File: src/design/debug_serial_uart_pkg.sv
package debug_serial_uart_pkg;

  // register word addresses on the processor data bus
  localparam logic [15:0] ADDR_LINE_STATE = 16'hC028;
  localparam logic [15:0] ADDR_BYTE_LOW = 16'hC029;
  localparam logic [15:0] ADDR_BYTE_HIGH = 16'hC02A;
  localparam logic [15:0] ADDR_BAUD_DIV = 16'hC02B;

  // serial_line_state bit positions
  localparam int ST_OVERRUN_BIT = 3;
  localparam int ST_RX_FULL_BIT = 2;
  localparam int ST_TX_FULL_BIT = 1;
  localparam int ST_TX_ACTIVE_BIT = 0;

  // baud_rate_divisors fields
  localparam int PRESCALE_LSB = 8;
  localparam int BIT_TIME_LSB = 0;
  localparam int DIV_FIELD_W = 8;

  // reset values
  localparam logic [15:0] BAUD_DIV_RESET = 16'h0000;
  localparam logic [7:0] BYTE_RESET = 8'h00;
  localparam logic [15:0] RDATA_RESET = 16'h0000;

  // frame shape: start, eight data bits, stop
  localparam int DATA_BITS = 8;
  localparam int FRAME_BITS = 10;
  localparam logic [3:0] LAST_FRAME_BIT = 4'h9;
  localparam logic [2:0] LAST_DATA_BIT = 3'h7;

  typedef struct packed {
    logic [15:0] addr;  // word address
    logic wr;           // one-cycle write strobe
    logic rd;           // one-cycle read strobe
    logic [15:0] wdata; // write data
  } reg_req_t;

  typedef struct packed {
    logic overrun;
    logic rx_full;
    logic tx_full;
    logic tx_active;
  } line_state_t;

  typedef struct packed {
    logic valid;       // one-cycle pulse per good frame
    logic [7:0] data;  // received byte
  } rx_byte_t;

  // true on the last prescale tick of one bit time
  function automatic logic bit_time_done(input logic [7:0] cnt, input logic [7:0] limit);
    return ({1'b0, cnt} + 9'h001) >= {1'b0, limit};
  endfunction

endpackage

File: src/design/baud_prescaler.sv
`timescale 1ns/1ps
module baud_prescaler (
  input wire logic core_clk_in,          // master clock
  input wire logic reset_in,             // synchronous reset, active high
  input wire logic [7:0] prescale_in,    // prescale_divisor field
  output logic tick_out                  // one pulse every prescale+1 cycles
);
  logic [7:0] cnt_r;

  // intermediate clock: the receiver sampling rate and bit counter base
  assign tick_out = (cnt_r >= prescale_in);

  always_ff @(posedge core_clk_in) begin
    if (reset_in) begin
      cnt_r <= 8'h00;
    end else if (tick_out) begin
      cnt_r <= 8'h00;
    end else begin
      cnt_r <= cnt_r + 8'h01;
    end
  end
endmodule // baud_prescaler

File: src/design/serial_receiver.sv
`timescale 1ns/1ps
module serial_receiver (
  input wire logic core_clk_in,                        // master clock
  input wire logic reset_in,                           // synchronous reset
  input wire logic tick_in,                            // sampling tick
  input wire logic line_in,                            // synchronised rx line
  input wire logic [7:0] bit_time_in,                  // ticks per bit
  output debug_serial_uart_pkg::rx_byte_t rx_byte_out  // good frame result
);
  import debug_serial_uart_pkg::*;

  typedef enum logic [1:0] {RX_IDLE, RX_START, RX_DATA, RX_STOP} rx_state_t;

  rx_state_t state_r;
  logic prev_r;
  logic [7:0] cnt_r;
  logic [2:0] idx_r;
  logic [7:0] shift_r;
  logic [7:0] half_time;

  assign half_time = {1'b0, bit_time_in[7:1]};

  always_ff @(posedge core_clk_in) begin
    if (reset_in) begin
      state_r <= RX_IDLE;
      prev_r <= 1'b1;
      cnt_r <= 8'h00;
      idx_r <= 3'h0;
      shift_r <= BYTE_RESET;
      rx_byte_out <= '0;
    end else begin
      rx_byte_out.valid <= 1'b0;
      if (tick_in) begin
        unique case (state_r)
          RX_IDLE: begin
            prev_r <= line_in;
            cnt_r <= 8'h00;
            if (prev_r && !line_in) begin
              state_r <= RX_START;
            end
          end
          RX_START: begin
            // mid start bit: a glitch that is high again is not a frame
            if (bit_time_done(cnt_r, half_time)) begin
              cnt_r <= 8'h00;
              idx_r <= 3'h0;
              state_r <= line_in ? RX_IDLE : RX_DATA;
              prev_r <= line_in;
            end else begin
              cnt_r <= cnt_r + 8'h01;
            end
          end
          RX_DATA: begin
            if (bit_time_done(cnt_r, bit_time_in)) begin
              cnt_r <= 8'h00;
              shift_r <= {line_in, shift_r[7:1]};
              idx_r <= idx_r + 3'h1;
              if (idx_r == LAST_DATA_BIT) begin
                state_r <= RX_STOP;
              end
            end else begin
              cnt_r <= cnt_r + 8'h01;
            end
          end
          RX_STOP: begin
            if (bit_time_done(cnt_r, bit_time_in)) begin
              cnt_r <= 8'h00;
              prev_r <= line_in;
              state_r <= RX_IDLE;
              // low stop bit: frame dropped silently
              if (line_in) begin  // see
                rx_byte_out.valid <= 1'b1;
                rx_byte_out.data <= shift_r;
              end
            end else begin
              cnt_r <= cnt_r + 8'h01;
            end
          end
        endcase
      end
    end
  end

  AST_BAD_STOP_NO_BYTE: assert property (@(posedge core_clk_in) disable iff (reset_in)
    state_r == RX_STOP && tick_in && bit_time_done(cnt_r, bit_time_in) && !line_in
      |=> !rx_byte_out.valid)
    else $error("frame with low stop bit was delivered");
endmodule // serial_receiver

File: src/design/debug_serial_uart.sv
`timescale 1ns/1ps
// Functional notes
// idle line high; frame is low start, eight bits LSB first, high stop.
// status: bit3 overrun, bit2 rx full, bit1 tx full, bit0 tx active.
// tx full flag high while holding register still holds an unsent byte.
// tx active flag high while the shift register sends a frame.
// low data read returns byte on 7:0, zeros above, clears rx full.
// low data write queues only bits 7:0 for sending.
// write when idle loads shifter at once, starts frame, raises tx interrupt.
// write when busy sets tx full; byte waits for end of frame.
// holding register empties the moment its byte starts shifting.
// software writes only when tx full is clear; one per tx interrupt.
// high data register behaves the same but uses bits 15:8.
// receiver finds start on falling edge, samples eight bits mid-bit.
// good stop bit: store byte, rx interrupt, overrun takes old full, set full.
// divider holds prescale in bits 15:8 and bit time in bits 7:0.
// bit rate is master clock over (prescale plus one) times bit time.
// receiver samples on the prescaled intermediate clock.
// divider resets to zero; firmware programs it afterwards.
// software keeps bit time divisor between 6 and 255.
// low stop bit drops the frame with no status change or interrupt.
module debug_serial_uart (
  input wire logic core_clk_in,                        // master clock
  input wire logic reset_in,                           // synchronous reset, active high
  input debug_serial_uart_pkg::reg_req_t reg_req_in,   // processor register access
  output logic [15:0] reg_rdata_out,                   // read data, one cycle after rd
  input wire logic serial_rx_in,                       // serial receive pin
  output logic serial_tx_out,                          // serial transmit pin
  output logic transmit_start_irq_out,                 // pulse when a frame starts
  output logic receive_done_irq_out                    // pulse when a byte arrives
);
  import debug_serial_uart_pkg::*;

  ////////////////////////////////////////////////////////////////////////////
  // register decode

  logic [15:0] baud_div_r;
  logic [7:0] prescale_divisor;
  logic [7:0] bit_time_divisor;
  logic wr_low;
  logic wr_high;
  logic wr_data;
  logic wr_div;
  logic rd_low;
  logic rd_high;
  logic rd_data;
  logic rd_state;
  logic [7:0] wr_byte;

  assign wr_low = reg_req_in.wr && (reg_req_in.addr == ADDR_BYTE_LOW);
  assign wr_high = reg_req_in.wr && (reg_req_in.addr == ADDR_BYTE_HIGH);
  assign wr_div = reg_req_in.wr && (reg_req_in.addr == ADDR_BAUD_DIV);
  assign wr_data = wr_low || wr_high;
  assign rd_low = reg_req_in.rd && (reg_req_in.addr == ADDR_BYTE_LOW);
  assign rd_high = reg_req_in.rd && (reg_req_in.addr == ADDR_BYTE_HIGH);
  assign rd_state = reg_req_in.rd && (reg_req_in.addr == ADDR_LINE_STATE);
  assign rd_data = rd_low || rd_high;

  // only the selected byte lane is taken, the rest of the word is ignored
  assign wr_byte = wr_high ? reg_req_in.wdata[15:8] : reg_req_in.wdata[7:0];  // see

  assign prescale_divisor = baud_div_r[PRESCALE_LSB +: DIV_FIELD_W];
  assign bit_time_divisor = baud_div_r[BIT_TIME_LSB +: DIV_FIELD_W];

  always_ff @(posedge core_clk_in) begin
    if (reset_in) begin
      baud_div_r <= BAUD_DIV_RESET;
    end else if (wr_div) begin
      baud_div_r <= reg_req_in.wdata;
    end
  end

  ////////////////////////////////////////////////////////////////////////////
  // bit clock and receiver input

  logic tick;
  logic rx_meta_r;
  logic rx_sync_r;
  rx_byte_t rx_byte;

  // one prescaler shared by both directions; bit time counted in ticks
  baud_prescaler u_prescaler (
    .core_clk_in(core_clk_in),
    .reset_in(reset_in),
    .prescale_in(prescale_divisor),
    .tick_out(tick)
  );

  always_ff @(posedge core_clk_in) begin
    if (reset_in) begin
      rx_meta_r <= 1'b1;
      rx_sync_r <= 1'b1;
    end else begin
      rx_meta_r <= serial_rx_in;
      rx_sync_r <= rx_meta_r;
    end
  end

  // receiver runs on the prescaled tick, not on the bit clock
  serial_receiver u_receiver (
    .core_clk_in(core_clk_in),
    .reset_in(reset_in),
    .tick_in(tick),
    .line_in(rx_sync_r),
    .bit_time_in(bit_time_divisor),
    .rx_byte_out(rx_byte)
  );

  ////////////////////////////////////////////////////////////////////////////
  // transmitter

  logic [7:0] tx_hold_r;
  logic tx_hold_full_r;
  logic tx_active_r;
  logic [8:0] tx_shift_r;
  logic [3:0] tx_bit_r;
  logic [7:0] tx_cnt_r;
  logic tx_line_r;
  logic tx_irq_r;
  logic bit_end;
  logic frame_end;
  logic load_direct;
  logic load_queued;
  logic load_shifter;
  logic [7:0] load_byte;

  assign bit_end = tx_active_r && tick && bit_time_done(tx_cnt_r, bit_time_divisor);
  assign frame_end = bit_end && (tx_bit_r == LAST_FRAME_BIT);
  // an idle transmitter takes the write at once; so does one whose stop bit ends now,
  // else the byte would sit in the holding register with nothing left to move it
  assign load_direct = wr_data && !tx_hold_full_r && (!tx_active_r || frame_end);
  // a waiting byte follows the stop bit without a gap
  assign load_queued = frame_end && tx_hold_full_r;
  assign load_shifter = load_direct || load_queued;
  assign load_byte = load_direct ? wr_byte : tx_hold_r;

  always_ff @(posedge core_clk_in) begin
    if (reset_in) begin
      tx_hold_r <= BYTE_RESET;
      tx_hold_full_r <= 1'b0;
    end else if (wr_data && !load_direct) begin
      // writing while full overwrites; software must avoid it
      tx_hold_r <= wr_byte;
      tx_hold_full_r <= 1'b1;  // see
    end else if (load_queued) begin
      tx_hold_full_r <= 1'b0;
    end
  end

  always_ff @(posedge core_clk_in) begin
    if (reset_in) begin
      tx_active_r <= 1'b0;
      tx_shift_r <= 9'h1FF;
      tx_bit_r <= 4'h0;
      tx_cnt_r <= 8'h00;
      tx_line_r <= 1'b1;
    end else if (load_shifter) begin
      tx_active_r <= 1'b1;
      tx_shift_r <= {1'b1, load_byte};
      tx_bit_r <= 4'h0;
      tx_cnt_r <= 8'h00;
      tx_line_r <= 1'b0;
    end else if (frame_end) begin
      tx_active_r <= 1'b0;
      tx_line_r <= 1'b1;
    end else if (bit_end) begin
      tx_cnt_r <= 8'h00;
      tx_bit_r <= tx_bit_r + 4'h1;
      tx_line_r <= tx_shift_r[0];
      tx_shift_r <= {1'b1, tx_shift_r[8:1]};
    end else if (tx_active_r && tick) begin
      tx_cnt_r <= tx_cnt_r + 8'h01;
    end
  end

  always_ff @(posedge core_clk_in) begin
    if (reset_in) begin
      tx_irq_r <= 1'b0;
    end else begin
      tx_irq_r <= load_shifter;
    end
  end

  assign serial_tx_out = tx_line_r;
  assign transmit_start_irq_out = tx_irq_r;

  ////////////////////////////////////////////////////////////////////////////
  // receive data and status

  logic [7:0] rx_data_r;
  logic rx_full_r;
  logic overrun_r;
  logic rx_irq_r;
  line_state_t line_state;

  always_ff @(posedge core_clk_in) begin
    if (reset_in) begin
      rx_data_r <= BYTE_RESET;
      rx_full_r <= 1'b0;
      overrun_r <= 1'b0;
    end else if (rx_byte.valid) begin
      // new byte wins over a read in the same cycle
      rx_data_r <= rx_byte.data;
      overrun_r <= rx_full_r;
      rx_full_r <= 1'b1;
    end else if (rd_data) begin
      rx_full_r <= 1'b0;
    end
  end

  always_ff @(posedge core_clk_in) begin
    if (reset_in) begin
      rx_irq_r <= 1'b0;
    end else begin
      rx_irq_r <= rx_byte.valid;
    end
  end

  assign receive_done_irq_out = rx_irq_r;

  assign line_state.overrun = overrun_r;
  assign line_state.rx_full = rx_full_r;
  assign line_state.tx_full = tx_hold_full_r;
  assign line_state.tx_active = tx_active_r;

  ////////////////////////////////////////////////////////////////////////////
  // read data

  always_ff @(posedge core_clk_in) begin
    if (reset_in) begin
      reg_rdata_out <= RDATA_RESET;
    end else if (rd_state) begin
      reg_rdata_out <= {12'h000, line_state};
    end else if (rd_low) begin
      reg_rdata_out <= {8'h00, rx_data_r};
    end else if (rd_high) begin
      reg_rdata_out <= {rx_data_r, 8'h00};
    end else if (reg_req_in.rd && (reg_req_in.addr == ADDR_BAUD_DIV)) begin
      reg_rdata_out <= baud_div_r;
    end else if (reg_req_in.rd) begin
      reg_rdata_out <= RDATA_RESET;
    end
  end

  ////////////////////////////////////////////////////////////////////////////
  // checks

  AST_IDLE_LINE_HIGH: assert property (@(posedge core_clk_in) disable iff (reset_in)
    !tx_active_r |-> serial_tx_out)
    else $error("tx line low while transmitter idle");

  AST_START_BIT_LOW: assert property (@(posedge core_clk_in) disable iff (reset_in)
    $rose(tx_active_r) |-> !serial_tx_out && !$past(tx_active_r))
    else $error("frame did not open with a low start bit");

  AST_STATUS_LAYOUT: assert property (@(posedge core_clk_in) disable iff (reset_in)
    rd_state |=> reg_rdata_out == {12'h000, $past(overrun_r), $past(rx_full_r),
      $past(tx_hold_full_r), $past(tx_active_r)})
    else $error("status read does not match internal flags");

  AST_BUSY_WRITE_QUEUES: assert property (@(posedge core_clk_in) disable iff (reset_in)
    wr_data && tx_active_r && !frame_end |=> tx_hold_full_r && tx_active_r)
    else $error("write during frame not held");

  AST_IDLE_WRITE_STARTS: assert property (@(posedge core_clk_in) disable iff (reset_in)
    wr_data && !tx_active_r && !tx_hold_full_r
      |=> tx_active_r && !tx_hold_full_r && transmit_start_irq_out)
    else $error("idle write did not start frame and interrupt");

  AST_QUEUED_BYTE_FOLLOWS: assert property (@(posedge core_clk_in) disable iff (reset_in)
    frame_end && tx_hold_full_r && !wr_data
      |=> !tx_hold_full_r && tx_active_r && tx_shift_r[7:0] == $past(tx_hold_r))
    else $error("held byte not moved into shifter at frame end");

  AST_LOW_BYTE_ONLY: assert property (@(posedge core_clk_in) disable iff (reset_in)
    wr_low && !tx_active_r && !tx_hold_full_r
      |=> tx_shift_r[7:0] == $past(reg_req_in.wdata[7:0]))
    else $error("low lane write took wrong bits");

  AST_HIGH_BYTE_LANE: assert property (@(posedge core_clk_in) disable iff (reset_in)
    wr_high && !tx_active_r && !tx_hold_full_r
      |=> tx_shift_r[7:0] == $past(reg_req_in.wdata[15:8]))
    else $error("high lane write took wrong bits");

  AST_LOW_READ_ZERO_TOP: assert property (@(posedge core_clk_in) disable iff (reset_in)
    rd_low |=> reg_rdata_out[15:8] == 8'h00 && reg_rdata_out[7:0] == $past(rx_data_r))
    else $error("low data read returned wrong value");

  AST_READ_CLEARS_FULL: assert property (@(posedge core_clk_in) disable iff (reset_in)
    rd_data && !rx_byte.valid |=> !rx_full_r)
    else $error("data read did not clear rx full");

  AST_RX_STORE: assert property (@(posedge core_clk_in) disable iff (reset_in)
    rx_byte.valid |=> rx_full_r && overrun_r == $past(rx_full_r)
      && rx_data_r == $past(rx_byte.data) && receive_done_irq_out)
    else $error("received byte not stored with overrun and interrupt");

  AST_TX_ACTIVE_HOLDS: assert property (@(posedge core_clk_in) disable iff (reset_in)
    tx_active_r && !frame_end |=> tx_active_r)
    else $error("transmitter active dropped mid frame");

  // a held byte with the shifter stopped would never be sent
  AST_HOLD_NEEDS_ACTIVE: assert property (@(posedge core_clk_in) disable iff (reset_in)
    tx_hold_full_r |-> tx_active_r)
    else $error("held byte stranded with transmitter idle");

  AST_START_IRQ_WITH_FRAME: assert property (@(posedge core_clk_in) disable iff (reset_in)
    $rose(tx_active_r) |-> transmit_start_irq_out)
    else $error("frame started without transmit interrupt");

  AST_HIGH_READ_LANE: assert property (@(posedge core_clk_in) disable iff (reset_in)
    rd_high |=> reg_rdata_out == {$past(rx_data_r), 8'h00})
    else $error("high data read returned wrong value");

  AST_OVERRUN_ONLY_ON_BYTE: assert property (@(posedge core_clk_in) disable iff (reset_in)
    !rx_byte.valid |=> $stable(overrun_r))
    else $error("overrun changed without a new byte");

  AST_RX_IRQ_ONE_CYCLE: assert property (@(posedge core_clk_in) disable iff (reset_in)
    receive_done_irq_out |=> !receive_done_irq_out)
    else $error("receive interrupt longer than one cycle");

  AST_LINE_HOLDS_IN_BIT: assert property (@(posedge core_clk_in) disable iff (reset_in)
    tx_active_r && !bit_end |=> $stable(serial_tx_out))
    else $error("tx line changed inside a bit time");

  AST_DIVIDER_WRITE: assert property (@(posedge core_clk_in) disable iff (reset_in)
    wr_div |=> baud_div_r == $past(reg_req_in.wdata))
    else $error("divider write not stored");

  AST_DIVIDER_RESET: assert property (@(posedge core_clk_in)
    reset_in |=> baud_div_r == BAUD_DIV_RESET)
    else $error("divider not cleared by reset");

  COV_FRAME_SENT: cover property (@(posedge core_clk_in) disable iff (reset_in)
    frame_end && !tx_hold_full_r);

  COV_BACK_TO_BACK: cover property (@(posedge core_clk_in) disable iff (reset_in)
    load_queued);

  COV_BYTE_RECEIVED: cover property (@(posedge core_clk_in) disable iff (reset_in)
    rx_byte.valid && !rx_full_r);

  COV_OVERRUN: cover property (@(posedge core_clk_in) disable iff (reset_in)
    rx_byte.valid && rx_full_r);

  COV_WRITE_AT_FRAME_END: cover property (@(posedge core_clk_in) disable iff (reset_in)
    frame_end && wr_data && !tx_hold_full_r);

endmodule // debug_serial_uart

File: config.mk
export PLATFORM = sky130hd
export DESIGN_NAME = debug_serial_uart
export DESIGN_NICKNAME = d
export VERILOG_FILES = /design/src/design/debug_serial_uart_pkg.sv /design/src/design/baud_prescaler.sv /design/src/design/serial_receiver.sv /design/src/design/debug_serial_uart.sv
export SDC_FILE = /design/constraint.sdc
export NUM_CORES = 1
export LEC_CHECK = 0
export BUFFER_PORTS_ARGS = -buffer_cell sky130_fd_sc_hd__clkbuf_2
export CAP_MARGIN = 10
export CORE_MARGIN = 4
export CORE_UTILIZATION = 55
export CTS_CLUSTER_SIZE = 24
export DETAILED_ROUTE_END_ITERATION = 16
export PLACE_DENSITY = 0.81
export SYNTH_ARGS = -nofsm -noshare
export SYNTH_HDL_FRONTEND = slang
export SYNTH_SLANG_ARGS = --single-unit
export TNS_END_PERCENT = 1
File: constraint.sdc
create_clock -name core_clk_in -period 3.7 [get_ports core_clk_in]
set_input_delay 0.74 -clock core_clk_in [delete_from_list [all_inputs] [get_ports core_clk_in]]
set_output_delay 0.74 -clock core_clk_in [all_outputs]
set_load 0.005 [all_outputs]
==> results.tsv, run 1 <==
stage	metric	value	unit
route	# DRC	0	
synthesis	async set-reset flop share out of synthesis	0	%
pwr	combinational share of power	2.6	%
synthesis	post-synthesis sequential area ratio	38.8	%
sta	worst setup margin	0.383	ns
sta	Final Hold Violating Endpoints	0	
route	met2 WL	7350	um
grt	gr usage total	24.4	%
clocking	post_cts resized	0	
synthesis	largest cells by area after synthesis	dfxtp_1 39%, ha_1 7.9%, mux2i_1 7.0%	
synthesis	Avg Inst Size Synth	8.82	um^2
worst_setup_path	crit path launch type	flop	
grt	vias in the first global route	5055	
route	wire per inst	16.9	um
grt	grt ovf	0	
clocking	Post-CTS Setup Inserts	0	
floorplanning	die width	112	um
worst_setup_path	CP Cell Sequence	ha_1, and4_4, nand2_1, xnor2_1, ha_1, a21oi_1, nor2b_1, or2_4, o211ai_4, o2111ai_2, or2_2, a21oi_1	
grt	first-pass GRT wire length	24700	um
synthesis	synthesized area	5990	um^2
sta	period utilisation layout	89.7	%
sta	Fin Clk Skew	0.0108	ns
route	Via Count	5100	
worst_setup_path	critical path depth	12	
sta	endpoints failing setup	0	
synthesis	dominant cell type by area after synthesis	dfxtp_1	
pwr	Clock Power Share	54.8	%
floorplanning	row count	37	
worst_setup_path	CP arrival	3.77	ns
floorplanning	Die ar.	12600	um^2
clocking	Clock Tree Root	clkbuf_8	
pwr	Switching Fraction	21.9	%
finish	FF/Latch Area	2320	um^2
place	port bufs	55	
synthesis	count leader, synth	dfxtp_1	
route	mean number of vias per cell	5.81	
worst_setup_path	Crit Reg-Reg Endpoint	tx_hold_r[4]	
worst_setup_path	R2R depth	12	
floorplanning	Die Ht	112	um
route	Routed Antenna Nets	0	
sta	RSZ-0062 raised after global routing	false	
worst_setup_path	Crit path largest cell delay	0.44	ns
sta	post-layout min period	3.32	ns
worst_setup_path	Setup crit end kind	flop	
floorplanning	number of top-level pins	56	
clocking	CTS Buf Count	17	
sta	Worst Max-Slew Pin Slew	0.677	ns
place	DP HPWL	10600	um
route	DR pass1 iterations	5	
floorplanning	CORE AREA	10500	um^2
finish	fillers	854	
clocking	CTS Hold Bufs	0	
worst_setup_path	delay-heaviest family, CP	simple AND/OR/NAND/NOR gates	
sta	setup TNS	0	ns
grt	initial antenna violation count	0	
route	max layer used	met4	
pwr	sequential power share	42.5	%
finish	Layout Nets	804	
clocking	clk_lat worst skew	0.53	ns
finish	layout cell share with drive strength beyond 1	18.2	%
worst_setup_path	Critical Path Sink	tx_hold_r[4]	
synthesis	cell count after synthesis	679	
synthesis	Yosys warning count	0	
synthesis	Top FF cell, synth	dfxtp_1	
sta	FMAX	301	MHz
pwr	leakage	2.84	nW
clocking	TritonCTS sink count	116	
clocking	CTS tree	built	
sta	Max-slew headroom	54.9	%
worst_setup_path	flop2flop setup slack	0.38	ns
route	final WL	14800	um
pwr	PwrDens	425	nW/um^2
synthesis	Post-synth EDFFs	0	
worst_setup_path	critical path class	flop to flop	
flow_run	Maximum Capacitance Violations	0	
route	initial drt markers	335	
finish	area grow syn2layout	15.7	%
worst_setup_path	crit path max fanout	16	
finish	Antenna diodes	0	
sta	Slew Viols, Final	0	
pwr	cell-internal power	0.00230	W
finish	area of the multi-input gates	3460	um^2
clocking	Reg clk slew, reported paths	0.06	ns
worst_setup_path	critical path's slowest cell	or2_2	
grt	largest net degree at the start of global routing	49	
pwr	Max VDD drop	0.561	mV
clocking	H-Tree Depth	4	
synthesis	Syn Nets	754	
status	outcome	finished clean	
clocking	clock buffer depth	2	
place	dpl ws	0.468	ns
worst_setup_path	CP Buf/Inv Count	0	
place	Final Wtd Congestion	0.987	
synthesis	Commonest cells post-synth	116 x dfxtp_1, 75 x nor2_1, 64 x a21oi_1, 64 x nand2_1, 42 x mux2i_1	
synthesis	share of the synthesized area in the top cell type	38.8	%
worst_setup_path	critical path launch point	tx_cnt_r[0]	
worst_hold_path	HP Class	input port to flop	
route	met3 WL	819	um
floorplanning	Initial Util	57.3	%
synthesis	library cells used by synthesis	61	
worst_setup_path	Worst R2R Start	tx_cnt_r[0]	
route	M1 wire length	6330	um
worst_setup_path	Critical Path RT	4.15	ns
synthesis	Yosys reg bits	116	
pwr	NetSw	0.000644	W
[sequential cells by signal, summed over array words and instances (netlist names), 3 cells and up, named ones only]
register,count
u_receiver.cnt_r,8
rx_data_r,8
reg_rdata_out,16
u_receiver.idx_r,3
u_receiver.shift_r,8
tx_cnt_r,8
tx_hold_r,8
u_receiver.rx_byte_out,9
tx_shift_r,8
baud_div_r,16
tx_bit_r,4
u_prescaler.cnt_r,8
[cells in the final DEF (no fill, tap or decap), types with 4 or more instances in the layout]
cell type,n
o21ai_1,7
a21o_1,10
nand2_1,64
clkbuf_2,55
clkbuf_16,16
mux2i_1,42
a22o_1,4
buf_4,7
o21ai_0,12
xor2_1,12
and3_1,8
or2_2,12
nand2b_1,17
nand3_1,27
nor3_1,8
dfxtp_1,116
o211ai_1,4
inv_1,19
and2_1,7
ha_1,38
a211oi_1,6
a21oi_1,64
xnor2_1,13
mux2_2,22
nor2b_1,12
clkinv_2,4
clkinv_4,4
nor2_1,75
[worst min-delay path by stage]
stage            startpoint        end  slack (ns)  cells after the start
6_report       serial_rx_in  rx_meta_r        0.38                      2
2_1_floorplan     rx_meta_r  rx_sync_r        0.39                      1
5_1_grt        serial_rx_in  rx_meta_r        0.37                      2
3_3_place_gp      rx_meta_r  rx_sync_r        0.40                      1
3_5_place_dp      rx_meta_r  rx_sync_r        0.40                      1
4_1_cts        serial_rx_in  rx_meta_r        0.37                      2
[power groups by stage]
| stage | registers [W] | logic [W] | clock network (W) |
|---|---|---|---|
| floorplan | 0.00128 | 0.0000405 | 0 |
| global placement | 0.00128 | 0.0000747 | 0 |
| detailed placement | 0.00128 | 0.0000756 | 0 |
| CTS | 0.00125 | 0.0000764 | 0.00163 |
| global route | 0.00125 | 0.0000835 | 0.00170 |
| finish | 0.00125 | 0.0000779 | 0.00161 |
[through the flow]
stage               area (um^2)  hold slack [ns]  cells  util, %  total power [W]
floorplan                  5990            0.389    679        -          0.00132
global placement           6350            0.397    846     60.7          0.00135
detailed placement         6350            0.403    846     60.7          0.00136
CTS                        6930            0.370    878     66.3          0.00296
global route               6930            0.373    878     66.3          0.00303
finish                     6930            0.384    878     66.3          0.00295
[final cells by class]
| cell class | instances | area share, % |
|---|---|---|
| inverter | 19 | 1.03 |
| clock inverter | 13 | 2.31 |
| multi-input combinational | 513 | 49.9 |
| timing repair buffer | 62 | 4.73 |
| tap | 136 | 2.45 |
| sequential | 116 | 33.5 |
| clock buffer | 19 | 6.08 |
[logic make-up (layout without fill, tap and decap cells)]
kind of cell	Yosys count	after routing	share of synthesized area [%]
AND/OR/NAND/NOR	254	254	20.7
AO/OA/AOI/OAI	129	129	13.7
flip-flops	116	116	38.8
adder cells (fa/ha/maj)	38	38	7.93
XOR/XNOR	25	25	3.65
multiplexers	67	67	11.7
buffers and inverters	50	113	3.53
[layer usage]
metal  GRT usage, %  up-vias
li1               -     2483
met1           29.7     2421
met2           41.0      164
met5              0        -
met4           10.4        0
met3           6.09       32
No activity file was read; power rests on OpenSTA's default activity.
==> run 2: changes to the inputs <==
--- a/config.mk
+++ b/config.mk
@@ -8,10 +8,11 @@
 export BUFFER_PORTS_ARGS = -buffer_cell sky130_fd_sc_hd__clkbuf_2
 export CAP_MARGIN = 10
 export CORE_MARGIN = 4
-export CORE_UTILIZATION = 55
+export CORE_UTILIZATION = 40
 export CTS_CLUSTER_SIZE = 24
 export DETAILED_ROUTE_END_ITERATION = 16
-export PLACE_DENSITY = 0.81
+export PLACE_DENSITY = 0.66
+export SKIP_CTS_REPAIR_TIMING = 1
 export SYNTH_ARGS = -nofsm -noshare
 export SYNTH_HDL_FRONTEND = slang
 export SYNTH_SLANG_ARGS = --single-unit
==> constraint.sdc (replaced) <==
create_clock -name core_clk_in -period 2.86 [get_ports core_clk_in]
set_input_delay 0.572 -clock core_clk_in [delete_from_list [all_inputs] [get_ports core_clk_in]]
set_output_delay 0.572 -clock core_clk_in [all_outputs]
set_load 0.005 [all_outputs]
==> results.tsv, run 2 (synthesis gave the netlist of run 1 again) <==
stage	metric	value	unit	change
pwr	leakage	3.15	nW	was 2.84 nW
pwr	Switching Fraction	23.7	%	was 21.9%
flow_run	Maximum Capacitance Violations	0		unchanged
finish	area grow syn2layout	27.1	%	was 15.7%
floorplanning	Die Ht	130	um	was 112 um
sta	FMAX	350	MHz	was 301 MHz
pwr	combinational share of power	2.9	%	was 2.6%
clocking	clk_lat worst skew	0.42	ns	was 0.53 ns
worst_setup_path	critical path class	flop to flop		unchanged
route	initial drt markers	318		was 335
sta	period utilisation layout	100	%	was 89.7%
clocking	Reg clk slew, reported paths	0.06	ns	about the same
finish	most frequent cells in the layout	107 x dfxtp_1, 72 x nor2_1, 62 x nand2_1, 58 x a21oi_1, 54 x clkbuf_2		was 116 x dfxtp_1, 75 x nor2_1, 64 x nand2_1, 64 x a21oi_1, 55 x clkbuf_2
clocking	CTS tree	built		unchanged
place	Final Wtd Congestion	0.843		was 0.987
sta	endpoints failing setup	0		unchanged
finish	final core utilization	52.2	%	was 66.3%
grt	gr usage total	18.4	%	was 24.4%
pwr	cell-internal power	0.00289	W	was 0.00230 W
finish	Antenna diodes	0		unchanged
route	DR pass1 iterations	5		unchanged
grt	largest net degree at the start of global routing	54		was 49
route	mean number of vias per cell	5.24		was 5.81
worst_hold_path	HP Class	input port to flop		unchanged
grt	first-pass GRT wire length	24500	um	was 24700 um
grt	grt ovf	0		unchanged
route	final WL	15600	um	was 14800 um
route	wire per inst	16.0	um	was 16.9 um
sta	post-layout min period	2.86	ns	was 3.32 ns
floorplanning	die width	130	um	was 112 um
worst_setup_path	crit path max fanout	7		was 16
sta	Fin Clk Skew	0.00687	ns	was 0.0108 ns
route	Routed Antenna Nets	0		unchanged
place	DP HPWL	11000	um	was 10600 um
grt	vias in the first global route	4833		was 5055
place	port bufs	55		unchanged
pwr	Clock Power Share	54.3	%	was 54.8%
pwr	NetSw	0.000898	W	was 0.000644 W
clocking	TritonCTS sink count	116		unchanged
route	M1 wire length	7230	um	was 6330 um
grt	initial antenna violation count	0		unchanged
worst_setup_path	Critical Path RT	3.21	ns	was 4.15 ns
sta	Max-slew headroom	52.8	%	was 54.9%
finish	commonest non-fill, non-tap cell in the layout	dfxtp_1		unchanged
floorplanning	number of top-level pins	56		unchanged
finish	fin cells	972		was 878
worst_setup_path	Setup crit end kind	flop		unchanged
floorplanning	CORE AREA	14600	um^2	was 10500 um^2
route	met2 WL	7300	um	was 7350 um
sta	Worst Max-Slew Pin Slew	0.705	ns	was 0.677 ns
sta	Final Hold Violating Endpoints	0		unchanged
finish	Layout Nets	850		was 804
place	placed cell area	6730	um^2	was 6350 um^2
route	Via Count	5094		was 5100
finish	layout cell share with drive strength beyond 1	28.9	%	was 18.2%
clocking	CTS Buf Count	17		unchanged
worst_setup_path	CP arrival	3.21	ns	was 3.77 ns
route	met3 WL	677	um	was 819 um
clocking	H-Tree Depth	4		unchanged
floorplanning	Die ar.	17000	um^2	was 12600 um^2
floorplanning	row count	44		was 37
place	Cell Count Post-Placement	932		was 846
sta	Slew Viols, Final	0		unchanged
pwr	sequential power share	42.8	%	was 42.5%
pwr	Max VDD drop	0.550	mV	was 0.561 mV
route	# DRC	0		unchanged
clocking	Clock Tree Root	clkbuf_16		was clkbuf_8
finish	Final Instance Area	7610	um^2	was 6930 um^2
pwr	PwrDens	497	nW/um^2	was 425 nW/um^2
status	outcome	finished clean		unchanged
finish	fillers	1300		was 854
route	max layer used	met4		unchanged
worst_setup_path	crit path launch type	flop		unchanged
floorplanning	Initial Util	41.1	%	was 57.3%
clocking	clock buffer depth	2		unchanged
finish	biggest regs	baud_div_r x16, reg_rdata_out x16, u_receiver.rx_byte_out x9		unchanged
sta	RSZ-0062 raised after global routing	true		was false
[run 2: cell count changes in the layout (fill, tap and decap cells not counted), moves of 4 or more]
cell	before	now
buf_4	7	46
dfxtp_1	116	107
dfxtp_2	0	8
a21oi_1	64	58
a21oi_2	0	6
buf_6	0	4
inv_6	0	4
o21ai_1	7	3
o21ai_2	0	4
[run 2: routing by layer]
metal / GRT usage [%] / vias to the layer above
met5: 0 / -
met4: 6.96 / 0
met3: 4.55 / 23
met2: 28.6 / 105
met1: 24.8 / 2398
li1: - / 2568
[run 2: stage by stage]
| step | worst slack [ns] | power [W] | hold slack, ns | setup TNS (ns) |
|---|---|---|---|---|
| finish | 0.000544 | 0.00378 | 0.335 | 0 |
| global placement | -0.152 | 0.00176 | 0.402 | -1.63 |
| floorplan | 0.0808 | 0.00171 | 0.389 | 0 |
| global route | -0.0997 | 0.00390 | 0.333 | -1.55 |
| CTS | -0.246 | 0.00381 | 0.322 | -3.79 |
| detailed placement | -0.219 | 0.00176 | 0.404 | -2.73 |
[run 2: critical path: stages (launching register included)]
cell and delay (ns):
dfxtp_2 0.37, ha_4 0.14, and4_4 0.23, nand2_4 0.06, xnor2_2 0.14, ha_1 0.33, a21oi_2 0.17, nor2b_2 0.07
or2_4 0.27, o211ai_4 0.23, buf_6 0.15, a21oi_4 0.05, buf_6 0.15, mux2_4 0.30, o21ai_2 0.13
[run 2: final timing paths]
kind                startpoint            end  slack, ns  depth (start not counted)
hold reg to reg      rx_meta_r      rx_sync_r       0.42                          1
setup reg to reg   tx_cnt_r[1]  tx_shift_r[0]     0.0005                         14
hold / removal    serial_rx_in      rx_meta_r       0.34                          2
setup / recovery   tx_cnt_r[1]  tx_shift_r[0]     0.0005                         14
[run 2: power groups by stage]
| stage | Clock [W] | Sequential (W) | Combinational, W |
|---|---|---|---|
| after floorplan | 0 | 0.00166 | 0.0000525 |
| after global placement | 0 | 0.00166 | 0.000106 |
| after detailed placement | 0 | 0.00166 | 0.000106 |
| after CTS | 0.00208 | 0.00162 | 0.000107 |
| after global routing | 0.00217 | 0.00162 | 0.000117 |
| final | 0.00205 | 0.00162 | 0.000110 |
[run 2: final cells by class]
cell class	count	area (um^2)	share of cell area, %
Multi-Input combinational cell	513	3680	48.3
Sequential cell	116	2340	30.7
Timing Repair Buffer	108	731	9.60
Clock buffer	19	443	5.82
Tap cell	184	230	3.02
Clock inverter	13	126	1.66
Inverter	19	71.3	0.937
